`src/rtl/chg_regs.svh`:
```
/*
 * Register offsets, field positions, reset values and masks of the charger
 * control and interrupt flag registers. Assumes an 8-bit register pointer.
 */
`ifndef CHG_REGS_SVH
`define CHG_REGS_SVH

`define CHG_OFS_CHARGER_CONTROL_TWO 8'h02
`define CHG_OFS_TEMP_IRQ 8'h03
`define CHG_OFS_CHG_IRQ1 8'h04

`define CHG_BIT_WATCHDOG_DISABLE 7
`define CHG_BIT_CHARGE_TIMER_DISABLE 6
`define CHG_BIT_POWER_PATH_ENABLE 5
`define CHG_BIT_TRANS_SUPPLY_ENABLE 4
`define CHG_BIT_LIMIT_SOURCE_PIN_SELECT 2
`define CHG_BIT_INPUT_LIMIT_ENABLE 1
`define CHG_BIT_AUTO_CURRENT_ENABLE 0

`define CHG_BIT_DIE_WARM 5
`define CHG_BIT_DIE_FIRST 4
`define CHG_BIT_DIE_SECOND 3
`define CHG_BIT_DIE_SHUTDOWN 2
`define CHG_BIT_USB_RANGE 0

`define CHG_BIT_INPUT_LOW 4
`define CHG_BIT_INPUT_OVER 3
`define CHG_BIT_BATTERY_OVER 1
`define CHG_BIT_SECOND_SUMMARY 0

`define CHG_RST_CHARGER_CONTROL_TWO 8'h16
`define CHG_WMASK_CHARGER_CONTROL_TWO 8'hf7
`define CHG_KEEP_OTG_CHARGER_CONTROL_TWO 8'h10
`define CHG_MASK_TEMP_IRQ 8'h3d
`define CHG_MASK_CHG_IRQ1 8'h1a

`define CHG_I2C_ADDR_DEFAULT 7'h35

`endif

```
`src/rtl/chg_pkg.sv`:
```
/*
 * Types of the charger control and interrupt register block.
 * Assumes nothing beyond a SystemVerilog compiler.
 */
package chg_pkg;

	typedef enum logic [3:0] {
		CHG_IDLE = 4'h0,
		CHG_ADDR = 4'h1,
		CHG_ADDR_ACK = 4'h3,
		CHG_PTR = 4'h2,
		CHG_PTR_ACK = 4'h6,
		CHG_WDATA = 4'h7,
		CHG_WACK = 4'h5,
		CHG_RDATA = 4'h4,
		CHG_RACK = 4'hc
	} chg_i2c_e;

	typedef struct packed {
		logic watchdog_disable;
		logic charge_timer_disable;
		logic power_path_enable;
		logic trans_supply_enable;
		logic limit_source_pin_select;
		logic input_limit_enable;
		logic auto_current_enable;
	} chg_ctrl_s;

	typedef struct packed {
		logic die_warm;
		logic die_first;
		logic die_second;
		logic die_shutdown;
		logic usb_range;
		logic input_low;
		logic input_over;
		logic battery_over;
	} chg_cond_s;

endpackage

```
`src/rtl/chg_ctrl_irq.sv`:
```
/*
 * Second control register and first two interrupt flag registers of the
 * charger, reached through an I2C target with an auto-incrementing pointer.
 * Assumes analog comparator levels and I2C pins are asynchronous, and that
 * the mask, summary, soft reset and boost mode inputs come from logic on clk.
 */
`include "chg_regs.svh"
`timescale 1ns/10ps
`default_nettype none

module chg_ctrl_irq #(
	parameter logic [6:0] I2C_ADDR = `CHG_I2C_ADDR_DEFAULT
) (
	input wire logic clk,
	input wire logic resetn,
	input wire logic clk_en,
	input wire logic scl_i,
	input wire logic sda_i,
	output logic sda_o,
	output logic sda_oe,
	input wire chg_pkg::chg_cond_s cond_i,
	input wire logic second_irq_pending,
	input wire logic int_mask,
	input wire logic soft_reset,
	input wire logic otg_mode,
	output chg_pkg::chg_ctrl_s ctrl,
	output logic irq_active
);

	logic [9:0] sync1_q, sync1_d, sync2_q, sync2_d;
	logic [1:0] line_q, line_d;
	chg_pkg::chg_i2c_e st_q, st_d;
	logic [3:0] cnt_q, cnt_d;
	logic [7:0] sh_q, sh_d, ptr_q, ptr_d;
	logic rw_q, rw_d, nack_q, nack_d, oe_q, oe_d;
	logic wr_stb, rd_stb;
	logic [7:0] wr_data, rd_ptr;
	logic [7:0] charger_control_two_q, charger_control_two_d, tirq_q, tirq_d, cirq_q, cirq_d;
	chg_pkg::chg_ctrl_s ctrl_q, ctrl_d;
	logic irq_q, irq_d;
	logic scl_s, sda_s, scl_rise, scl_fall, start_c, stop_c;
	chg_pkg::chg_cond_s cond_s;
	logic [7:0] tcond, ccond;

	// Register contents as seen by a read; reserved bits read zero
	function automatic logic [7:0] read_byte(input logic [7:0] p, input logic [7:0] c2,
			input logic [7:0] t, input logic [7:0] c1, input logic sum);
		logic [7:0] v;
		v = 8'h00;
		case (p)
			`CHG_OFS_CHARGER_CONTROL_TWO: v = c2 & `CHG_WMASK_CHARGER_CONTROL_TWO;
			`CHG_OFS_TEMP_IRQ: v = t & `CHG_MASK_TEMP_IRQ;
			`CHG_OFS_CHG_IRQ1: begin
				v = c1 & `CHG_MASK_CHG_IRQ1;
				// Summary is read live; it has no flag of its own here
				v[`CHG_BIT_SECOND_SUMMARY] = sum;
			end
			default: v = 8'h00;
		endcase
		return v;
	endfunction

	// Two-flop synchronisers, third stage for I2C edge detection
	// Comparator levels ride the same chain, so flags lag a pin change by three edges
	always_comb begin
		sync1_d = {scl_i, sda_i, cond_i};
		sync2_d = sync1_q;
		line_d = sync2_q[9:8];
	end

	always_ff @(posedge clk) begin
		if (!resetn) begin
			sync1_q <= 10'h300;
			sync2_q <= 10'h300;
			line_q <= 2'h3;
		end else if (clk_en) begin
			sync1_q <= sync1_d;
			sync2_q <= sync2_d;
			line_q <= line_d;
		end
	end

	assign scl_s = sync2_q[9];
	assign sda_s = sync2_q[8];
	assign cond_s = sync2_q[7:0];
	assign scl_rise = scl_s && !line_q[1];
	assign scl_fall = !scl_s && line_q[1];
	// START and STOP are SDA edges seen while SCL stays high
	assign start_c = scl_s && line_q[1] && !sda_s && line_q[0];
	assign stop_c = scl_s && line_q[1] && sda_s && !line_q[0];

	// I2C target: address, pointer, then write bytes or read bytes
	always_comb begin
		st_d = st_q;
		cnt_d = cnt_q;
		sh_d = sh_q;
		ptr_d = ptr_q;
		rw_d = rw_q;
		nack_d = nack_q;
		oe_d = oe_q;
		wr_stb = 1'b0;
		rd_stb = 1'b0;
		wr_data = sh_q;
		rd_ptr = ptr_q;
		if (start_c) begin
			st_d = chg_pkg::CHG_ADDR;
			cnt_d = 4'h0;
			oe_d = 1'b0;
		end else if (stop_c) begin
			// A partial byte at STOP is dropped; the pointer keeps its value
			st_d = chg_pkg::CHG_IDLE;
			oe_d = 1'b0;
		end else if (scl_rise) begin
			case (st_q)
				chg_pkg::CHG_ADDR, chg_pkg::CHG_PTR, chg_pkg::CHG_WDATA: begin
					sh_d = {sh_q[6:0], sda_s};
					cnt_d = cnt_q + 4'h1;
				end
				chg_pkg::CHG_RDATA: cnt_d = cnt_q + 4'h1;
				// A host NACK ends the read until the next START
				chg_pkg::CHG_RACK: nack_d = sda_s;
				default: cnt_d = cnt_q;
			endcase
		end else if (scl_fall) begin
			case (st_q)
				chg_pkg::CHG_ADDR: begin
					if (cnt_q == 4'h8) begin
						if (sh_q[7:1] == I2C_ADDR) begin
							st_d = chg_pkg::CHG_ADDR_ACK;
							rw_d = sh_q[0];
							oe_d = 1'b1;
						end else begin
							st_d = chg_pkg::CHG_IDLE;
						end
					end
				end
				chg_pkg::CHG_ADDR_ACK, chg_pkg::CHG_RACK: begin
					cnt_d = 4'h0;
					if (!rw_q) begin
						st_d = chg_pkg::CHG_PTR;
						oe_d = 1'b0;
					end else if (st_q == chg_pkg::CHG_RACK && nack_q) begin
						st_d = chg_pkg::CHG_IDLE;
						oe_d = 1'b0;
					end else begin
						st_d = chg_pkg::CHG_RDATA;
						rd_stb = 1'b1;
						// Loading a byte is the read that clears its flags
						sh_d = read_byte(ptr_q, charger_control_two_q, tirq_q, cirq_q, second_irq_pending);
						oe_d = !sh_d[7];
						ptr_d = ptr_q + 8'h01;
					end
				end
				chg_pkg::CHG_PTR: begin
					if (cnt_q == 4'h8) begin
						st_d = chg_pkg::CHG_PTR_ACK;
						ptr_d = sh_q;
						oe_d = 1'b1;
					end
				end
				chg_pkg::CHG_PTR_ACK, chg_pkg::CHG_WACK: begin
					st_d = chg_pkg::CHG_WDATA;
					cnt_d = 4'h0;
					oe_d = 1'b0;
				end
				chg_pkg::CHG_WDATA: begin
					if (cnt_q == 4'h8) begin
						st_d = chg_pkg::CHG_WACK;
						wr_stb = 1'b1;
						ptr_d = ptr_q + 8'h01;
						oe_d = 1'b1;
					end
				end
				chg_pkg::CHG_RDATA: begin
					if (cnt_q == 4'h8) begin
						st_d = chg_pkg::CHG_RACK;
						oe_d = 1'b0;
					end else begin
						sh_d = {sh_q[6:0], 1'b0};
						oe_d = !sh_q[6];
					end
				end
				default: st_d = chg_pkg::CHG_IDLE;
			endcase
		end
	end

	always_ff @(posedge clk) begin
		if (!resetn) begin
			st_q <= chg_pkg::CHG_IDLE;
			cnt_q <= 4'h0;
			sh_q <= 8'h00;
			ptr_q <= 8'h00;
			rw_q <= 1'b0;
			nack_q <= 1'b1;
			oe_q <= 1'b0;
		end else if (clk_en) begin
			st_q <= st_d;
			cnt_q <= cnt_d;
			sh_q <= sh_d;
			ptr_q <= ptr_d;
			rw_q <= rw_d;
			nack_q <= nack_d;
			oe_q <= oe_d;
		end
	end

	// Condition levels placed at their flag positions
	always_comb begin
		tcond = 8'h00;
		tcond[`CHG_BIT_DIE_WARM] = cond_s.die_warm;
		tcond[`CHG_BIT_DIE_FIRST] = cond_s.die_first;
		tcond[`CHG_BIT_DIE_SECOND] = cond_s.die_second;
		tcond[`CHG_BIT_DIE_SHUTDOWN] = cond_s.die_shutdown;
		tcond[`CHG_BIT_USB_RANGE] = cond_s.usb_range;
		ccond = 8'h00;
		ccond[`CHG_BIT_INPUT_LOW] = cond_s.input_low;
		ccond[`CHG_BIT_INPUT_OVER] = cond_s.input_over;
		ccond[`CHG_BIT_BATTERY_OVER] = cond_s.battery_over;
	end

	// Register file, control outputs and interrupt line
	always_comb begin
		charger_control_two_d = charger_control_two_q;
		if (wr_stb && ptr_q == `CHG_OFS_CHARGER_CONTROL_TWO) begin
			charger_control_two_d = wr_data & `CHG_WMASK_CHARGER_CONTROL_TWO;
		end
		// Boost mode restores all but the transceiver bit; soft reset restores all
		if (soft_reset) begin
			charger_control_two_d = `CHG_RST_CHARGER_CONTROL_TWO;
		end else if (otg_mode) begin
			charger_control_two_d = (charger_control_two_d & `CHG_KEEP_OTG_CHARGER_CONTROL_TWO) | (`CHG_RST_CHARGER_CONTROL_TWO & ~`CHG_KEEP_OTG_CHARGER_CONTROL_TWO);
		end
		// A condition present in the clearing cycle keeps its flag set
		tirq_d = tirq_q;
		if (rd_stb && rd_ptr == `CHG_OFS_TEMP_IRQ) begin
			tirq_d = 8'h00;
		end
		tirq_d = (tirq_d | tcond) & `CHG_MASK_TEMP_IRQ;
		cirq_d = cirq_q;
		if (rd_stb && rd_ptr == `CHG_OFS_CHG_IRQ1) begin
			cirq_d = 8'h00;
		end
		cirq_d = (cirq_d | ccond) & `CHG_MASK_CHG_IRQ1;
		// Reset-type clears win even over a condition that is still present
		if (soft_reset) begin
			tirq_d = 8'h00;
			cirq_d = 8'h00;
		end else if (otg_mode) begin
			tirq_d[`CHG_BIT_USB_RANGE] = 1'b0;
			cirq_d = 8'h00;
		end
		ctrl_d.watchdog_disable = charger_control_two_d[`CHG_BIT_WATCHDOG_DISABLE];
		ctrl_d.charge_timer_disable = charger_control_two_d[`CHG_BIT_CHARGE_TIMER_DISABLE];
		ctrl_d.power_path_enable = charger_control_two_d[`CHG_BIT_POWER_PATH_ENABLE];
		ctrl_d.trans_supply_enable = charger_control_two_d[`CHG_BIT_TRANS_SUPPLY_ENABLE];
		ctrl_d.limit_source_pin_select = charger_control_two_d[`CHG_BIT_LIMIT_SOURCE_PIN_SELECT];
		ctrl_d.input_limit_enable = charger_control_two_d[`CHG_BIT_INPUT_LIMIT_ENABLE];
		ctrl_d.auto_current_enable = charger_control_two_d[`CHG_BIT_AUTO_CURRENT_ENABLE];
		// Built from next-state flags so the line moves with them, not a cycle later
		irq_d = !int_mask && ((|tirq_d) || (|cirq_d) || second_irq_pending);
	end

	always_ff @(posedge clk) begin
		if (!resetn) begin
			charger_control_two_q <= `CHG_RST_CHARGER_CONTROL_TWO;
			tirq_q <= 8'h00;
			cirq_q <= 8'h00;
			ctrl_q <= chg_pkg::chg_ctrl_s'(7'h0e);
			irq_q <= 1'b0;
		end else if (clk_en) begin
			charger_control_two_q <= charger_control_two_d;
			tirq_q <= tirq_d;
			cirq_q <= cirq_d;
			ctrl_q <= ctrl_d;
			irq_q <= irq_d;
		end
	end

	// Open-drain data line: only the enable ever changes
	assign sda_o = 1'b0;
	assign sda_oe = oe_q;
	assign ctrl = ctrl_q;
	assign irq_active = irq_q;

endmodule

`default_nettype wire

```
`config.mk`:
```
export PLATFORM = sky130hd
export DESIGN_NAME = chg_ctrl_irq
export DESIGN_NICKNAME = d
export VERILOG_FILES = /design/src/rtl/chg_pkg.sv /design/src/rtl/chg_ctrl_irq.sv
export VERILOG_INCLUDE_DIRS = /design/src /design/src/rtl
export SDC_FILE = /design/constraint.sdc
export NUM_CORES = 1
export LEC_CHECK = 0
export BUFFER_PORTS_ARGS = -buffer_cell sky130_fd_sc_hd__buf_2
export CORE_MARGIN = 4
export CORE_UTILIZATION = 30
export DETAILED_ROUTE_END_ITERATION = 12
export GPL_TIMING_DRIVEN = 1
export RECOVER_POWER = 25
export SLEW_MARGIN = 15
export SYNTH_ARGS = -nofsm -noshare
export SYNTH_HDL_FRONTEND = slang
export SYNTH_SLANG_ARGS = --single-unit
export TNS_END_PERCENT = 30
```
`constraint.sdc`:
```
create_clock -name clk -period 3.6 [get_ports clk]
set_input_delay 0.36 -clock clk [delete_from_list [all_inputs] [get_ports clk]]
set_output_delay 0.36 -clock clk [all_outputs]
set_load 0.005 [all_outputs]
```
==> run summary <==
The run finished with clean final reports. The boundary pin count is 27, and the horizontal extent of the die is 120.8 microns. The number of cells on the worst reg-to-reg path is 8.

The total leakage power was 1.758 nW. Clock-pin slew was measured on the worst setup and hold paths at 0.06 ns. In this run the remaining antenna-violating nets after routing total 0. In this run the most critical hold path is launched from sda_i.

The number of post-CTS setup repair buffers was 0; the post-synthesis async set-or-reset flop share was 0%. Worst slew slack as a fraction of its limit: 35.54%. TritonCTS built the clock tree. In the final routed layout, each cell accounts on average for 14.86 microns.

The count of vias placed by the detailed router is 3,291. The post-cts repair resize count is 0. Setup violations remaining at the end of the flow were counted as 0. The path class of the tightest hold or removal check is primary input to flip-flop. In the final design database the tool counted 481 nets. The clock tree root buffer cell was sky130_fd_sc_hd__clkbuf_16. The sum of negative setup slack came out at 0 ns. The minimum clock period was 2.588 ns. The synthesized design contains 65 register bits. The primary flip-flop cell chosen by synthesis mapping is sky130_fd_sc_hd__dfxtp_1. The internal reg-to-reg setup slack was 1.01 ns; the fill cell total of the finished layout was 1,283. Clock tree synthesis inserted a total of 9 buffers. The first global-routing pass estimated 15,940 microns of wire. The Yosys step of the flow raised 0 warnings. The die covers 14,590 sq um. The transition time at the pin with the least slew margin was 0.9627 ns. Data on the critical path arrives at its endpoint at 2.81 ns. The initial antenna violation count came out at 0. The tools report the category of the worst setup path capture point as a flip-flop.

At the worst endpoint, the required time is 3.82 ns. For the sequential cell area fraction in the yosys report, the log shows 34.10%. For this run, the total global-route usage over all layers was measured as 13.21%. Once the floorplan was initialized, standard cells occupied 31.25% of the core. The longest clock path from root to sink contains 2 buffers. The tightest hold path in the finished design has a slack of 0.2462 ns.

The final critical path takes up 71.88% of the cycle. For the final database, setup skew stands at 0.007879 ns. The final hold violation count is 0. Entering global routing, the biggest net connects 55 pins. For the H-tree depth, the log shows 3.

The tools report the number of pins with negative max-slew slack in the final report as 0. The total power per unit cell area is 433.8 nW/um^2. The mapped netlist covers 3816 sq um. The maximum fanout count along the critical path came out at 16. The capture instance of the worst register-to-register path was ptr_q[3]. After detailed routing, the total wire length is 9350 microns. Tracing the worst setup path back leads to its startpoint at line_q[1]. The detail-routed via count per cell is 5.232. For the clock insertion delay at the later pin of the skew report, the log shows 0.33 ns. The overall die height came out at 120.8 microns. Setup repair after global routing left no endpoint under its margin. The repair_antennas step left the layout with diodes totalling 0. The detailed-placement wirelength estimate is 6600 microns. From synthesis to final layout, the design area changed by 14.03%.

The run gives 451 as the synthesized instance count. The remaining global-route overflow is 0. The worst setup path is launched from a flip-flop. The first TritonRoute pass finished after 4 iterations. In this run the standard cell core region covers 12,210 sq um. Quantity of hold-fixing buffers added after cts: 0. The count of buffers from port buffering was 25.

In this run the critical register-to-register path is launched from line_q[1]. The tool flagged a number of max-cap violations equal to 0. The row count was 40. The tools report the number of DRC violations after detailed routing as 0. Fraction of final layout cells sized beyond drive strength 1: 13.02%. The distinct cell type count after synthesis was 76.

The number of global-route vias before repair is 3,171, and the net count after synthesis is 476. The mean post-synth cell area was 8.462 sq um. In this run, the number of DRC markers left after iteration 0 of detailed routing was 213. The critical path ends at ptr_q[3]. The number of flops mapped to enable cells by yosys was 0; the total clock sinks was 65. At the end of routability-driven placement, the weighted congestion stood at 0.8885. The setup path with the least slack is of type flip-flop to flip-flop. The tools report the maximum achievable frequency as 386.5 MHz.

VDD sags by at most 0.0002318 V.
-- final cells by class --
class	instances	area (sq um)	area share [%]
multi-input combinational	335	2286	52.53
clock buffer	10	229.0	5.262
tap	168	210.2	4.830
clock inverter	6	115.1	2.645
inverter	17	63.81	1.466
timing repair buffer	28	146.4	3.364
sequential	65	1301	29.90
-- cells in the mapped netlist, types with 4 or more instances --
master / number / area (sq um)
sky130_fd_sc_hd__nor3b_1: 5 / 37.54
sky130_fd_sc_hd__nor2b_1: 30 / 187.7
sky130_fd_sc_hd__clkbuf_1: 16 / 60.06
sky130_fd_sc_hd__mux2i_1: 29 / 290.3
sky130_fd_sc_hd__a22oi_1: 8 / 60.06
sky130_fd_sc_hd__ha_1: 8 / 100.1
sky130_fd_sc_hd__and3_1: 15 / 93.84
sky130_fd_sc_hd__nand2b_1: 4 / 25.02
sky130_fd_sc_hd__nand2_1: 40 / 150.1
sky130_fd_sc_hd__a31oi_1: 7 / 43.79
sky130_fd_sc_hd__o21ai_0: 26 / 130.1
sky130_fd_sc_hd__o211ai_1: 6 / 45.04
sky130_fd_sc_hd__o22ai_1: 4 / 25.02
sky130_fd_sc_hd__a211o_1: 4 / 35.03
sky130_fd_sc_hd__a21oi_1: 18 / 90.09
sky130_fd_sc_hd__nor2_1: 20 / 75.07
sky130_fd_sc_hd__nor3_1: 13 / 65.06
sky130_fd_sc_hd__and2_1: 8 / 50.05
sky130_fd_sc_hd__a32o_1: 5 / 50.05
sky130_fd_sc_hd__inv_1: 17 / 63.81
sky130_fd_sc_hd__dfxtp_1: 65 / 1301
sky130_fd_sc_hd__xnor2_1: 4 / 35.03
sky130_fd_sc_hd__or2b_1: 4 / 30.03
sky130_fd_sc_hd__nand3_1: 11 / 55.05
sky130_fd_sc_hd__buf_2: 11 / 55.05
-- worst min-delay path by stage --
| stage | end | cells past startpoint |
|---|---|---|
| floorplan | sync1_q[8] | 2 |
| global placement | sync1_q[8] | 2 |
| detailed placement | sync1_q[8] | 2 |
| CTS | sync1_q[8] | 3 |
| global route | sync1_q[8] | 3 |
| finish | sync1_q[8] | 3 |
-- metrics by stage --
| step | worst slack, ns | area (sq um) | util (%) | total power, mW | instances |
|---|---|---|---|---|---|
| 2_1_floorplan | 1.636 | 3816 | - | 0.8603 | 451 |
| 3_3_place_gp | 1.126 | 4009 | 32.83 | 0.8886 | 613 |
| 3_5_place_dp | 1.036 | 4009 | 32.83 | 0.8917 | 613 |
| 4_1_cts | 1.024 | 4353 | 35.65 | 1.901 | 629 |
| 5_1_grt | 0.7336 | 4352 | 35.64 | 1.948 | 629 |
| 6_report | 1.012 | 4352 | 35.64 | 1.888 | 629 |
-- metal layers --
| metal | up-vias | GRT usage [%] | wire length (microns) |
|---|---|---|---|
| met4 | 0 | 4.533 | 127 |
| met3 | 12 | 2.245 | 386 |
| met5 | - | 0 | 0 |
| li1 | 1640 | - | - |
| met1 | 1559 | 17.96 | 4541 |
| met2 | 80 | 21.17 | 4295 |
-- sequential cells by signal, indices dropped and copies added, names as in the netlist --
| name | cells |
|---|---|
| st_q | 4 |
| cnt_q | 4 |
| sync1_q | 10 |
| tirq_q | 5 |
| sh_q | 8 |
| rw_q | 1 |
| cirq_q | 3 |
| charger_control_two_q | 7 |
| line_q | 2 |
| sync2_q | 10 |
| nack_q | 1 |
| ptr_q | 8 |
| irq_active | 1 |
| sda_oe | 1 |
-- power by group --
| part | switching (mW) | internal (mW) | leakage (nW) |
|---|---|---|---|
| logic | 0.0758 | 0.0494 | 1.07 |
| clock network | 0.330 | 0.680 | 0.163 |
| registers | 0.0172 | 0.735 | 0.527 |
-- worst max-delay path, cell delays in order (launching register included) --
cell and delay [ns]:
sky130_fd_sc_hd__dfxtp_1 0.35, sky130_fd_sc_hd__inv_1 0.07, sky130_fd_sc_hd__ha_1 0.34, sky130_fd_sc_hd__nand3b_1 0.28, sky130_fd_sc_hd__a21oi_1 0.34, sky130_fd_sc_hd__o211ai_1 0.47, sky130_fd_sc_hd__o21ai_0 0.32, sky130_fd_sc_hd__o21ai_0 0.12
sky130_fd_sc_hd__and2_1 0.20
-- cells in the final DEF (no fill, tap or decap), drive strengths merged, types with 15 or more instances in the layout --
| cell | n |
|---|---|
| nand2 | 41 |
| mux2i | 29 |
| dfxtp | 65 |
| o21ai | 26 |
| inv | 18 |
| nor2 | 21 |
| buf | 27 |
| a21oi | 19 |
| and3 | 15 |
| nor2b | 30 |
-- logic make-up after synthesis --
family	count (synthesis)	synth area share (%)
compound gates	117	21.80
xor+xnor	5	1.147
fa+ha+maj	8	2.623
buf+inv	51	6.164
flops	65	34.10
mux	30	7.902
other cells	1	0.09827
simple gates	174	26.16
Note: power is estimated with default switching activity, not from simulation.
